### src/core/pfrw_pkg.sv
// package: register map, field positions and constants of the row writer
package pfrw_pkg;
  // register word indices (byte address = index * 4)
  localparam logic [3:0] PFRW_IDX_ADDR_LOW  = 4'h0;
  localparam logic [3:0] PFRW_IDX_ADDR_HIGH = 4'h1;
  localparam logic [3:0] PFRW_IDX_DATA_LOW  = 4'h2;
  localparam logic [3:0] PFRW_IDX_DATA_HIGH = 4'h3;
  localparam logic [3:0] PFRW_IDX_CTRL      = 4'h4;
  localparam logic [3:0] PFRW_IDX_KEY       = 4'h5;
  localparam logic [3:0] PFRW_IDX_STATUS    = 4'h6;
  // control register bit positions
  localparam int PFRW_BIT_GO     = 1;
  localparam int PFRW_BIT_MODIFY = 2;
  localparam int PFRW_BIT_LATCH  = 5;
  localparam int PFRW_BIT_SPACE  = 6;
  // unlock keys, written in this order
  localparam logic [7:0] PFRW_KEY_FIRST  = 8'h55;
  localparam logic [7:0] PFRW_KEY_SECOND = 8'hAA;
  // blank latch value and latch geometry
  localparam logic [13:0] PFRW_BLANK_WORD = 14'h3FFF;
  localparam int PFRW_LATCHES   = 32;
  localparam int PFRW_LAT_BITS  = 5;
  localparam int PFRW_ROW_BITS  = 10;
  // reset values
  localparam logic [7:0] PFRW_CTRL_RESET = 8'h00;
  localparam logic [7:0] PFRW_ADDR_RESET = 8'h00;
  // unlock progress
  typedef enum logic [1:0] {
    PFRW_UL_IDLE = 2'b00,
    PFRW_UL_KEY1 = 2'b01,
    PFRW_UL_KEY2 = 2'b11
  } pfrw_unlock_e;
  // sequencer states, gray along load-program-clear
  typedef enum logic [1:0] {
    PFRW_SQ_IDLE  = 2'b00,
    PFRW_SQ_PROG  = 2'b01,
    PFRW_SQ_CLEAR = 2'b11
  } pfrw_seq_e;
  // flash array write port bundle
  typedef struct packed {
    logic        we;
    logic [9:0]  row;
    logic [4:0]  col;
    logic [13:0] data;
  } pfrw_flash_s;
endpackage : pfrw_pkg

### src/core/pfrw_row_writer.sv
// row writer: wishbone registers, write latches and row program sequencer
//
// How it works
// RULE1: software sets address, loads latches, programs
// RULE2: software targets only erased flash words
// RULE3: erase covers exactly one row
// RULE4: program start never erases anything
// RULE5: program writes one to 32 latches
// RULE6: row from upper ten address bits
// RULE7: program touches only the selected row
// RULE8: latches reset blank after each operation
// RULE9: unloaded latches program as blank words
// RULE10: unlock in latch mode loads data word
// RULE11: only complete unlock loads or programs
// RULE12: software sets modify permit first
// RULE13: software clears space select for flash
// RULE14: latch-only mode loads latch, no program
// RULE15: latch mode clear loads then programs row
// RULE16: software increments address per latch
// RULE17: unlock writes two keys then go
// RULE18: hardware clears go bit on completion
`timescale 1ns/100ps
module pfrw_row_writer
  import pfrw_pkg::*;
#(
  parameter int LATCHES = pfrw_pkg::PFRW_LATCHES   // write latches per row
) (
  input  wire logic                 clk_i,      // system clock, 20 MHz
  input  wire logic                 rst_i,      // synchronous reset, high
  input  wire logic                 wb_cyc_i,   // wishbone cycle
  input  wire logic                 wb_stb_i,   // wishbone strobe
  input  wire logic                 wb_we_i,    // wishbone write
  input  wire logic [5:0]           wb_adr_i,   // byte address
  input  wire logic [3:0]           wb_sel_i,   // byte enables
  input  wire logic [31:0]          wb_dat_i,   // write data
  output logic      [31:0]          wb_dat_o,   // read data
  output logic                      wb_ack_o,   // acknowledge
  input  wire logic                 erase_req_i,// row erase request
  input  wire logic                 erase_done_i,// array erase finished
  input  wire logic                 flash_ready_i,// array accepts a word
  output pfrw_pkg::pfrw_flash_s     flash_o,    // array write port
  output logic                      erase_o,    // row erase busy level
  output logic      [9:0]           erase_row_o // row being erased
);
  import pfrw_pkg::*;

  ////////////////////////////////////////////////////////////////////////////
  // registers and state
  logic [7:0]   addr_low_q;             // low address byte
  logic [6:0]   addr_high_q;            // high address bits
  logic [7:0]   data_low_q;             // low data byte
  logic [5:0]   data_high_q;            // high data bits
  logic         go_q;                   // program-go, cleared by hardware
  logic         modify_permit_q;        // write permission
  logic         latch_only_select_q;    // load only, no array program
  logic         space_select_q;         // alternate space when set
  pfrw_unlock_e unlock_q;               // unlock progress
  pfrw_seq_e    seq_q;                  // sequencer state
  logic [4:0]   col_q;                  // latch being programmed
  logic [13:0]  latch_q [LATCHES];      // write latches
  logic         erase_busy_q;           // erase in progress
  pfrw_flash_s  flash_q;                // registered array port
  logic [9:0]   erase_row_q;            // latched erase row
  logic         ack_q;                  // bus acknowledge
  logic [9:0]   prog_row_q;             // row captured at program start

  // bus decode
  logic         bus_req;                // request this cycle
  logic         bus_wr;                 // accepted write
  logic [3:0]   reg_idx;                // register word index
  logic         unlock_done;            // go written after both keys
  logic [9:0]   row_sel;                // selected row
  logic [4:0]   lat_sel;                // selected latch

  assign bus_req = wb_cyc_i && wb_stb_i && !ack_q;
  // every writable register fits in one byte, so only sel[0] lets a write land
  assign bus_wr  = bus_req && wb_we_i && wb_sel_i[0];
  assign reg_idx = wb_adr_i[5:2];
  assign row_sel = {addr_high_q, addr_low_q[7:5]};       // [RULE6]
  assign lat_sel = addr_low_q[4:0];                      // [RULE6]

  // a go write only counts right after the two keys with permission set;
  // flash space only, and never while the sequencer or an erase is busy
  assign unlock_done = bus_wr && reg_idx == PFRW_IDX_CTRL
                       && wb_dat_i[PFRW_BIT_GO] && unlock_q == PFRW_UL_KEY2
                       && modify_permit_q && !wb_dat_i[PFRW_BIT_SPACE]
                       && seq_q == PFRW_SQ_IDLE && !erase_busy_q; // [RULE11]

  ////////////////////////////////////////////////////////////////////////////
  // wishbone acknowledge: one cycle after the request, drops next cycle
  always_ff @(posedge clk_i) begin
    if (rst_i) begin
      ack_q <= 1'b0;
    end else begin
      ack_q <= bus_req;
    end
  end
  assign wb_ack_o = ack_q;

  ////////////////////////////////////////////////////////////////////////////
  // read data, registered with the acknowledge; unmapped reads as zero
  // status lets software watch the column advance during a program
  always_ff @(posedge clk_i) begin
    if (rst_i) begin
      wb_dat_o <= 32'h0000_0000;
    end else if (bus_req && !wb_we_i) begin
      unique case (reg_idx)
        PFRW_IDX_ADDR_LOW:  wb_dat_o <= {24'h000000, addr_low_q};
        PFRW_IDX_ADDR_HIGH: wb_dat_o <= {25'h0000000, addr_high_q};
        PFRW_IDX_DATA_LOW:  wb_dat_o <= {24'h000000, data_low_q};
        PFRW_IDX_DATA_HIGH: wb_dat_o <= {26'h0000000, data_high_q};
        PFRW_IDX_CTRL: begin
          wb_dat_o <= {24'h000000, 1'b0, space_select_q,
                       latch_only_select_q, 2'b00, modify_permit_q,
                       go_q, 1'b0};
        end
        PFRW_IDX_STATUS: begin
          wb_dat_o <= {22'h000000, erase_busy_q, col_q,
                       seq_q != PFRW_SQ_IDLE, unlock_q, 1'b0};
        end
        default:            wb_dat_o <= 32'h0000_0000; // key reads zero
      endcase
    end
  end

  ////////////////////////////////////////////////////////////////////////////
  // address and data registers; software steps the address itself
  always_ff @(posedge clk_i) begin
    if (rst_i) begin
      addr_low_q  <= PFRW_ADDR_RESET;
      addr_high_q <= PFRW_ADDR_RESET[6:0];
      data_low_q  <= 8'h00;
      data_high_q <= 6'h00;
    end else if (bus_wr) begin
      if (reg_idx == PFRW_IDX_ADDR_LOW) begin
        addr_low_q <= wb_dat_i[7:0];                     // [RULE16]
      end
      if (reg_idx == PFRW_IDX_ADDR_HIGH) begin
        addr_high_q <= wb_dat_i[6:0];
      end
      if (reg_idx == PFRW_IDX_DATA_LOW) begin
        data_low_q <= wb_dat_i[7:0];
      end
      if (reg_idx == PFRW_IDX_DATA_HIGH) begin
        data_high_q <= wb_dat_i[5:0];
      end
    end
  end

  ////////////////////////////////////////////////////////////////////////////
  // control bits; go falls when the requested operation completes
  always_ff @(posedge clk_i) begin
    if (rst_i) begin
      go_q                <= PFRW_CTRL_RESET[PFRW_BIT_GO];
      modify_permit_q     <= PFRW_CTRL_RESET[PFRW_BIT_MODIFY];
      latch_only_select_q <= PFRW_CTRL_RESET[PFRW_BIT_LATCH];
      space_select_q      <= PFRW_CTRL_RESET[PFRW_BIT_SPACE];
    end else begin
      if (bus_wr && reg_idx == PFRW_IDX_CTRL) begin
        modify_permit_q     <= wb_dat_i[PFRW_BIT_MODIFY];   // [RULE12]
        latch_only_select_q <= wb_dat_i[PFRW_BIT_LATCH];
        space_select_q      <= wb_dat_i[PFRW_BIT_SPACE];    // [RULE13]
      end
      // a latch load is done in the same edge, so go never shows set;
      // a program keeps go high until the clear state ends
      if (unlock_done && !wb_dat_i[PFRW_BIT_LATCH]) begin
        go_q <= 1'b1;
      end else if (seq_q == PFRW_SQ_CLEAR) begin
        go_q <= 1'b0;                                     // [RULE18]
      end
    end
  end

  ////////////////////////////////////////////////////////////////////////////
  // unlock tracker: any other bus write in between aborts it
  // reads leave it alone, so software may poll status between keys
  always_ff @(posedge clk_i) begin
    if (rst_i) begin
      unlock_q <= PFRW_UL_IDLE;
    end else if (bus_wr) begin
      if (reg_idx == PFRW_IDX_KEY && wb_dat_i[7:0] == PFRW_KEY_FIRST) begin
        unlock_q <= PFRW_UL_KEY1;                         // [RULE17]
      end else if (reg_idx == PFRW_IDX_KEY && unlock_q == PFRW_UL_KEY1
                   && wb_dat_i[7:0] == PFRW_KEY_SECOND) begin
        unlock_q <= PFRW_UL_KEY2;
      end else begin
        unlock_q <= PFRW_UL_IDLE;                         // [RULE11]
      end
    end
  end

  ////////////////////////////////////////////////////////////////////////////
  // row program sequencer: walks every latch of the row, then blanks them
  always_ff @(posedge clk_i) begin
    if (rst_i) begin
      seq_q <= PFRW_SQ_IDLE;
      col_q <= 5'h00;
    end else begin
      unique case (seq_q)
        PFRW_SQ_IDLE: begin
          col_q <= 5'h00;
          if (unlock_done && !wb_dat_i[PFRW_BIT_LATCH]) begin
            seq_q <= PFRW_SQ_PROG;                        // [RULE15]
          end
        end
        PFRW_SQ_PROG: begin
          // column stops at the last latch, so no neighbouring row is hit
          // a stalled array holds the column, so no word is skipped
          if (flash_ready_i) begin
            if (col_q == 5'(LATCHES - 1)) begin
              seq_q <= PFRW_SQ_CLEAR;                     // [RULE5]
            end else begin
              col_q <= col_q + 5'h01;                     // [RULE7]
            end
          end
        end
        PFRW_SQ_CLEAR: seq_q <= PFRW_SQ_IDLE;
        default:       seq_q <= PFRW_SQ_IDLE;
      endcase
    end
  end

  ////////////////////////////////////////////////////////////////////////////
  // write latches: loaded on unlock, blanked after program or erase
  always_ff @(posedge clk_i) begin
    if (rst_i || seq_q == PFRW_SQ_CLEAR || (erase_busy_q && erase_done_i))
    begin
      for (int i = 0; i < LATCHES; i++) begin
        latch_q[i] <= PFRW_BLANK_WORD;                    // [RULE8] [RULE9]
      end
    end else if (unlock_done) begin
      // latch-only or final word: both load the addressed latch
      latch_q[lat_sel] <= {data_high_q, data_low_q};      // [RULE10] [RULE14]
    end
  end

  ////////////////////////////////////////////////////////////////////////////
  // program row: captured when the program starts, so an address write
  // made while the row streams out cannot steer words into another row
  always_ff @(posedge clk_i) begin
    if (rst_i) begin
      prog_row_q <= 10'h000;
    end else if (unlock_done && !wb_dat_i[PFRW_BIT_LATCH]) begin
      prog_row_q <= row_sel;                              // [RULE7]
    end
  end

  ////////////////////////////////////////////////////////////////////////////
  // array port: the program path carries no erase strobe at all
  // latch data is fetched in the same edge as its strobe, both registered
  always_ff @(posedge clk_i) begin
    if (rst_i) begin
      flash_q <= '0;
    end else begin
      flash_q.we   <= seq_q == PFRW_SQ_PROG && flash_ready_i; // [RULE4]
      flash_q.row  <= prog_row_q;                         // [RULE7]
      flash_q.col  <= col_q;
      flash_q.data <= latch_q[col_q];
    end
  end
  assign flash_o = flash_q;

  ////////////////////////////////////////////////////////////////////////////
  // row erase: one row per request, refused while programming
  // a program in flight owns the latches, so an erase request is only taken while idle
  always_ff @(posedge clk_i) begin
    if (rst_i) begin
      erase_busy_q <= 1'b0;
      erase_row_q  <= 10'h000;
    end else if (!erase_busy_q) begin
      if (erase_req_i && seq_q == PFRW_SQ_IDLE && modify_permit_q) begin
        erase_busy_q <= 1'b1;
        erase_row_q  <= row_sel;                          // [RULE3]
      end
    end else if (erase_done_i) begin
      erase_busy_q <= 1'b0;
    end
  end
  assign erase_o     = erase_busy_q;
  assign erase_row_o = erase_row_q;
endmodule // pfrw_row_writer

### config.mk
export PLATFORM = sky130hd
export DESIGN_NAME = pfrw_row_writer
export DESIGN_NICKNAME = d
export VERILOG_FILES = /design/src/core/pfrw_pkg.sv /design/src/core/pfrw_row_writer.sv
export SDC_FILE = /design/constraint.sdc
export NUM_CORES = 1
export LEC_CHECK = 0
export BUFFER_PORTS_ARGS = -buffer_cell sky130_fd_sc_hd__buf_2
export CAP_MARGIN = 20
export CORE_MARGIN = 2
export CORE_UTILIZATION = 50
export CTS_CLUSTER_SIZE = 8
export DETAILED_ROUTE_END_ITERATION = 10
export GPL_TIMING_DRIVEN = 0
export PLACE_DENSITY = 0.75
export SKIP_CTS_REPAIR_TIMING = 1
export SYNTH_ARGS = -nofsm -noshare
export SYNTH_HDL_FRONTEND = slang
export SYNTH_SLANG_ARGS = --single-unit
### constraint.sdc
create_clock -name clk_i -period 6.9 [get_ports clk_i]
set_clock_uncertainty 0.2 [all_clocks]
set_input_delay 1.38 -clock clk_i [delete_from_list [all_inputs] [get_ports clk_i]]
set_output_delay 1.38 -clock clk_i [all_outputs]
set_load 0.01 [all_outputs]
Word level (Yosys, flattened, before mapping)
Memories as Yosys holds them, arrays and structs flattened. A register that Yosys moved wholly into a read port is not among the register bits. Cells that the tools add are included.

Register bits: 112. Bits in writable memories: 448. Input port bits: 50. Output and inout port bits: 74. Logic and storage cells: 102. Memories kept: 1.

Add/subtract/negate cells: 1. Equal/unequal tests: 17. Mux-type cells: 23. Bitwise logic cells: 1. Reduce and logical (&&, ||, !) cells: 40.

Memory list: latch_q (words 32, width 14, read ports 1, clocked after Yosys merged registers in 1, wr ports 32, RTL line pfrw_row_writer.sv:60) `logic [13:0] latch_q [LATCHES];`.

Operator list (count): $pmux 10 s6 (1); $logic_and 1x1->1 (20); $mux 5 (3); $mux 14 (1); $reduce_or 14->1 (1); $eq 4x3->1 const B (3); $mux 1 (11); $mux 2 (5); $pmux 5 s2 (1); $reduce_and 2->1 (5); $eq 4x2->1 const B (2); $eq 8x7->1 const B (1); $eq 8x8->1 const B (1); $ne 2x2->1 const B (3); $reduce_and 3->1 (2); $reduce_bool 2->1 (3); $add 5x1->5 const B (1); $eq 5x5->1 const B (1); $logic_not 1->1 (5); $eq 2x1->1 const B (2); $eq 2x2->1 const B (2); $eq 4x1->1 const B (1); $logic_not 4->1 (1); $pmux 2 s2 (1); other kinds (4) (5).

Longest topological paths before layout
Gate-level depths: netlist of the first run.

Depth in word-level cells: 16. Depth in mapped cells: 11. Depth with buffers taken out: 8.

Worst setup path before layout of the first run
OpenSTA, ideal clock, no wires.

Path type: in2reg. From: input port wb_adr_i[2]. To: memory latch_q[27][0], enable pin. Library setup time: 0.405 ns. Data arrival time: 4.254 ns. Required time: 6.295 ns. Path slack: 2.041 ns. Stages: 7. Path buffers: 2. Cells stage by stage: clkbuf_1 > nor4b_2 > nand3_2 > or3_1 > buf_2 > or2_2 > o21ai_0.

RTL lines: start: declaration (RTL line pfrw_row_writer.sv:33) `input wire logic [5:0] wb_adr_i,`; end: declaration (RTL line pfrw_row_writer.sv:60).

==> results of run 1 <==
cell usage after synthesis, drive strengths merged:
library cell | instances | area (sq um)
mux2 | 42 | 473
or3 | 5 | 36.3
nand3b | 1 | 7.51
nor4b | 2 | 38.8
a22o | 2 | 17.5
nand2b | 135 | 845
a32o | 1 | 10.0
nand2 | 248 | 931
ha | 2 | 25.0
a21o | 2 | 15.0
a211oi | 2 | 15.0
edfxtp | 448 | 13500
and3b | 1 | 8.76
nor4 | 7 | 96.3
a222oi | 4 | 40.0
clkbuf | 92 | 345
buf | 66 | 383
mux2i | 63 | 631
o21ai | 18 | 90.1
nand3 | 14 | 75.1
nor3b | 3 | 22.5
xnor2 | 2 | 17.5
mux4 | 103 | 2320
nand4 | 2 | 12.5
o22ai | 28 | 175
o21bai | 11 | 82.6
a22oi | 4 | 30.0
a31oi | 4 | 25.0
a21oi | 27 | 135
and3 | 1 | 6.26
dfxtp | 104 | 2080
and2 | 3 | 18.8
o311a | 1 | 10.0
nor4bb | 2 | 20.0
conb | 1 | 3.75
nor3 | 20 | 143
nor2b | 12 | 75.1
or4b | 1 | 10.0
a221oi | 15 | 138
a2111oi | 1 | 8.76
inv | 18 | 67.6
nor2 | 106 | 398
or2 | 147 | 920
o31ai | 7 | 52.6
path summary, 6_finish.rpt:
| path | from | endpoint | slack [ps] | cells after the start |
|---|---|---|---|---|
| hold / removal | prog_row_q[1] | flash_o[20] | 240 | 2 |
| setup / recovery | rst_i | latch_q[4][4] | 1550 | 7 |
| hold reg to reg | prog_row_q[1] | flash_o[20] | 240 | 2 |
| setup reg to reg | seq_q[1] | latch_q[4][4] | 2190 | 7 |
through the flow:
step | hold WS [ps] | cells | util, %
6_report | 240 | 2609 | 58.3
5_1_grt | 270 | 2607 | 58.3
4_1_cts | 238 | 2601 | 58.2
3_5_place_dp | 228 | 2498 | 53.7
3_3_place_gp | 237 | 2483 | 53.3
2_1_floorplan | 215 | 1799 | -
per-layer routing:
layer	vias to the layer above	global-route usage (%)
met5	-	0
li1	6766	-
met2	1321	44.5
met1	8049	37.2
met4	2	17.6
met3	283	9.65
final cells by class:
cell class	instances	area, sq um	area share [%]
clock buffer	97	2040	7.33
tap	615	769	2.76
timing repair buffer	90	531	1.90
sequential	552	15500	55.7
clock inverter	6	93.8	0.336
inverter	18	67.6	0.242
multi-input combinational	1071	8120	29.1
buffer	158	728	2.61
antenna	2	5.00	0.0179
state kept, by name, summed over array words and instances, names as in the netlist:
register,cells
latch_q,448
flash_o,30
erase_row_o,10
prog_row_q,10
wb_dat_o,10
addr_low_q,8
data_low_q,8
addr_high_q,7
data_high_q,6
col_q,5
seq_q,2
unlock_q,2
erase_o,1
go_q,1
latch_only_select_q,1
modify_permit_q,1
space_select_q,1
wb_ack_o,1
cells by family (layout without fill, tap and decap cells):
logic type | count (synthesis) | count (layout) | share of synthesized area, %
fa+ha+maj | 2 | 2 | 0.103
simple gates | 710 | 710 | 15.1
compound gates | 127 | 127 | 3.47
other cells | 1 | 24 | 0.0154
xor+xnor | 2 | 2 | 0.0721
mux | 208 | 208 | 14.1
buf+inv | 176 | 369 | 3.27
flops | 552 | 552 | 63.9
power breakdown:
part | total (mW) | switching [mW] | internal (mW)
clock | 3.46 | 1.40 | 2.06
combinational | 0.170 | 0.123 | 0.0462
sequential | 3.70 | 0.0236 | 3.67
critical path: stages:
cell and delay (ps):
clkbuf_1 310, a221oi_2 770, nand3_2 450, nor4_2 1030, nand2_1 540, clkbuf_1 340, nand2_1 560
==> summary.md, run 1 <==
| Metric | Value |
|---|---|
| Outcome | finished clean |
| Detailed Routing Iterations Pass 1 | 8 |
| Hold crit path type | register to register |
| Crit path launch type | primary input |
| Place WS | 1180 ps |
| Slew @ Worst Pin | 1250 ps |
| Max clock buf depth | 3 |
| M1 WL | 25,100 um |
| Post-synthesis register bit count | 552 |
| Max-cap check violation count | 0 |
| Fin crit period | 5350 ps |
| Final setup violation count | 0 |
| Placed cell area | 25,700 sq um |
| Final period util | 77.5% |
| Slew HR | 16.4% |
| Leak | 8.29 nW |
| Die height | 224 um |
| GRT Residual Overflow | 0 |
| H-tree depth | 3 |
| Inserted Clock Buffers | 78 |
| CP Max Fanout | 14 |
| Hpwl dp | 50,000 um |
| Commonest non-fill, non-tap cells in the layout | edfxtp_1 (448), nand2_1 (248), or2_2 (138) |
| Met2 WL | 33,100 um |
| Slew Viols, Final | 0 |
| Max Freq | 187 MHz |
| Die Area | 50,400 sq um |
| Num ports | 124 |
| Die W | 224 um |
| CP arrival | 5390 ps |
| Layout Nets | 2,021 |
| DRT iter0 DRCs | 2,649 |
| Area added between synthesis and finish | 14.7% |
| RSZ-0062 raised after global routing | false |
| Vias | 16,400 |
| WP data required | 6940 ps |
| Site Rows | 80 |
| Max Used Layer | met5 |
| Global-route wire length before repair | 107,000 um |
| # clock sinks | 552 |
| Sequential fraction of the synthesis area | 63.9% |
| Worst IR drop on VDD | 156 uV |
| Total Power | 7.33 mW |
| Clk_lat worst skew | 630 ps |
| Final Hold Vio Count | 0 |
| Syn Inst Count | 1,778 |
| Most common cell after layout, fill and taps aside | edfxtp_1 |
| Worst-path clk slew | 50 ps |
| Fill cells | 3,669 |
| Clock Tree Root | clkbuf_16 |
| Final Cell Area | 27,900 sq um |
| Aggregate routed wire length | 73,000 um |
| Avg Cell Area, Syn | 13.7 sq um |
| # port buffers | 69 |
| GRT Total Usage | 29.5% |
| Setup TNS | 0 ps |
| Core region area | 47,800 sq um |
| Vias/cell | 6.29 |
| Layout cells sized above 1 | 27.2% |
| CTS tree | done |
| Initial antenna violation count | 7 |
| Routability cong. | 1.01 |
| Number of global-route vias before repair | 16,200 |
| Crit. End Element | register |
| Pwr dens | 263 nW/um^2 |
| WS Path Type | primary input to register |
| Synth warn | 0 |
| Starting Density | 50.8% |
| Mapped Area | 24,300 sq um |
| DRC Markers | 0 |
| Worst setup margin | 1550 ps |
| Final ANT Viol Nets | 0 |
| Largest net degree at the start of global routing | 15 |
| Wire length per cell | 28.0 um |
| Unique cell type count in the Yosys netlist | 55 |
| WL met3 | 10,300 um |
(Power assumes the default switching activity.)
==> inputs of run 2 (changes only) <==
--- a/config.mk
+++ b/config.mk
@@ -12,7 +12,7 @@
 export CTS_CLUSTER_SIZE = 8
 export DETAILED_ROUTE_END_ITERATION = 10
 export GPL_TIMING_DRIVEN = 0
-export PLACE_DENSITY = 0.75
+export PLACE_DENSITY = 0.78
 export SKIP_CTS_REPAIR_TIMING = 1
 export SYNTH_ARGS = -nofsm -noshare
 export SYNTH_HDL_FRONTEND = slang
==> constraint.sdc (replaced) <==
create_clock -name clk_i -period 4.5 [get_ports clk_i]
set_clock_uncertainty 0.2 [all_clocks]
set_input_delay 0.9 -clock clk_i [delete_from_list [all_inputs] [get_ports clk_i]]
set_output_delay 0.9 -clock clk_i [all_outputs]
set_load 0.01 [all_outputs]
==> run 2 against run 1 <==
  * Sequential cell count stayed put
  * Global-route usage is 0.13 points lower
  * Worst setup slack worse by 1500 ps
  * Final cell count is 0.73% higher
  * Power is 54% higher
  * First-iteration DRC count is 0.94% higher
  * Critical path depth stayed put
  * Core utilization is 0.43 points higher
  * Largest power group unchanged
==> summary.md, run 2 (synthesized netlist as in run 1, its figures left out) <==
| Metric | Value |
|---|---|
| Number of global-route vias before repair | 16,500 (+1.4%) |
| WS Path Type | primary input to register |
| DRT iter0 DRCs | 2,674 (+0.94%) |
| Global-route wire length before repair | 106,000 um (-0.51%) |
| Largest net degree at the start of global routing | 15 (unchanged) |
| Biggest register | latch_q |
| R2r setup slk | 210 ps (-1980 ps) |
| Vias | 16,500 (+0.59%) |
| Crit path launch type | primary input |
| R2r worst-path depth | 11 (+4) |
| Final ANT Viol Nets | 0 (unchanged) |
| H-tree depth | 3 (unchanged) |
| FF/Latch Area | 15,500 sq um (unchanged) |
| Crit path largest cell delay | 840 ps (-190 ps) |
| Die Area | 50,400 sq um (unchanged) |
| Routability cong. | 0.943 (-6.9%) |
| Most common cell after layout, fill and taps aside | edfxtp_1 |
| Worst IR drop on VDD | 271 uV (+74%) |
| Fin crit period | 4450 ps |
| Footprint of the multi-input gates | 8150 sq um (+0.35%) |
| Clock Tree Root | clkbuf_16 |
| Commonest non-fill, non-tap cells in the layout | edfxtp_1 (448), nand2_1 (247), or2_2 (138) |
| Outcome | finished clean |
| Layout cells sized above 1 | 27.5% (+0.33 points) |
| DRC Markers | 0 (unchanged) |
| Hold crit path type | register to register |
| WP data required | 4510 ps (-2430 ps) |
| Leak | 8.37 nW (+0.99%) |
| Hold Path Cell Cnt | 2 (unchanged) |
| CP arrival | 4460 ps (-930 ps) |
| Hold EP | flash_o[21] |
| Slew @ Worst Pin | 1220 ps (-34.1 ps) |
| CP Cell Sequence | clkbuf_1 -> a221oi_4 -> nand3_2 -> nor4_2 -> nand2_1 -> clkbuf_1 -> nand2_1 |
| Die W | 224 um (unchanged) |
| Vias/cell | 6.29 (-0.14%) |
| Starting Density | 50.8% (unchanged) |
| Slew HR | 18.7% (+2.3 points) |
| Hold path start | prog_row_q[2] |
| Site Rows | 80 (unchanged) |
| Detailed Routing Iterations Pass 1 | 6 (-2) |
| Max clock buf depth | 3 (unchanged) |
| Critical register-to-register path startpoint | col_q[2] |
| Hpwl dp | 49,900 um (-0.26%) |
| Place WS | -872 ps (-2050 ps) |
| Final Hold Vio Count | 0 (unchanged) |
| CTS tree | done |
| Slew Viols, Final | 0 (unchanged) |
| Post-layout util | 58.7% (+0.43 points) |
| Initial antenna violation count | 6 (-1) |
| Die height | 224 um (unchanged) |
| GRT Residual Overflow | 0 (unchanged) |
| Pwr dens | 403 nW/um^2 (+53%) |
| Wire length per cell | 28.0 um (about the same) |
| Worst setup margin | 54.7 ps (-1500 ps) |
| # port buffers | 69 (unchanged) |
| Layout Nets | 2,030 (+0.45%) |
| GRT Total Usage | 29.3% (-0.13 points) |
| Reg2reg end | col_q[2] |
| Fill cells | 3,639 (-0.82%) |
| Max reg flops | 448 (unchanged) |
| Clk_lat worst skew | 610 ps (-20 ps) |
| Worst-path clk slew | 50 ps (about the same) |
| Area added between synthesis and finish | 15.6% |
| Num ports | 124 (unchanged) |
| Final period util | 98.8% |
| Max Freq | 225 MHz |
| Crit path max-delay cell type | nor4_2 |
| RSZ-0062 raised after global routing | true |
| Aggregate routed wire length | 73,500 um (+0.69%) |
| Core region area | 47,800 sq um (unchanged) |
| CP Max Fanout | 14 (unchanged) |
| Crit. End Element | register |
| Final setup violation count | 0 (unchanged) |
| Max-cap check violation count | 0 (unchanged) |
| Inserted Clock Buffers | 78 (unchanged) |
| # clock sinks | 552 (unchanged) |
==> run 2: changes by cell type in the layout (fill, tap and decap cells not counted), sizes merged <==
| cell | change |
|---|---|
| clkbuf | +15 |
| buf | +8 |
| diode | -1 |
| clkinv | -3 |
==> run 2: worst max-delay path by stage <==
stage | start | end | slack, ps | depth (start not counted)
final | rst_i | latch_q[4][9] | 50 | 7
after global routing | rst_i | latch_q[7][6] | -60 | 7
after CTS | rst_i | latch_q[15][12] | -280 | 8
after detailed placement | rst_i | latch_q[15][12] | -870 | 8
after global placement | rst_i | latch_q[11][6] | -1670 | 7
after floorplan | wb_adr_i[2] | latch_q[27][0] | 120 | 7
==> run 2: power breakdown <==
part | total, mW | switching (mW) | internal (mW)
clock network | 5.38 | 2.10 | 3.28
registers | 5.67 | 0.0373 | 5.63
logic | 0.267 | 0.193 | 0.0739
==> run 2: final cells by class <==
| class | count | share of cell area [%] |
|---|---|---|
| multi-input combinational | 1071 | 29.0 |
| clock buffer | 111 | 7.69 |
| buffer | 158 | 2.59 |
| antenna | 1 | 0.00891 |
| tap | 615 | 2.74 |
| timing repair buffer | 99 | 2.32 |
| clock inverter | 3 | 0.120 |
| sequential | 552 | 55.3 |
| inverter | 18 | 0.240 |
==> run 2: metal layers <==
layer | vias to the layer above | GRT usage [%] | share of wire (%)
met1 | 8138 | 37.5 | 34
li1 | 6800 | - | -
met5 | - | 0 | 0.015
met2 | 1305 | 45.1 | 46
met3 | 273 | 7.29 | 13
met4 | 2 | 18.6 | 6.9
==> run 2: critical path: cells and delay by family <==
family,cells,cell delay [ps]
compound gates,1,640
simple gates,4,2250
buf+inv,2,640
==> run 2: through the flow <==
stage               area, sq um  TNS, ps  hold WS, ps  std cells  total power, mW
global route              28100    -1250          272       2627             11.5
CTS                       27900    -9660          244       2614             11.3
global placement          25500  -437990          237       2483             6.00
detailed placement        25700  -176780          230       2500             6.02
floorplan                 24400        0          215       1799             5.89
finish                    28100        0          243       2628             11.3
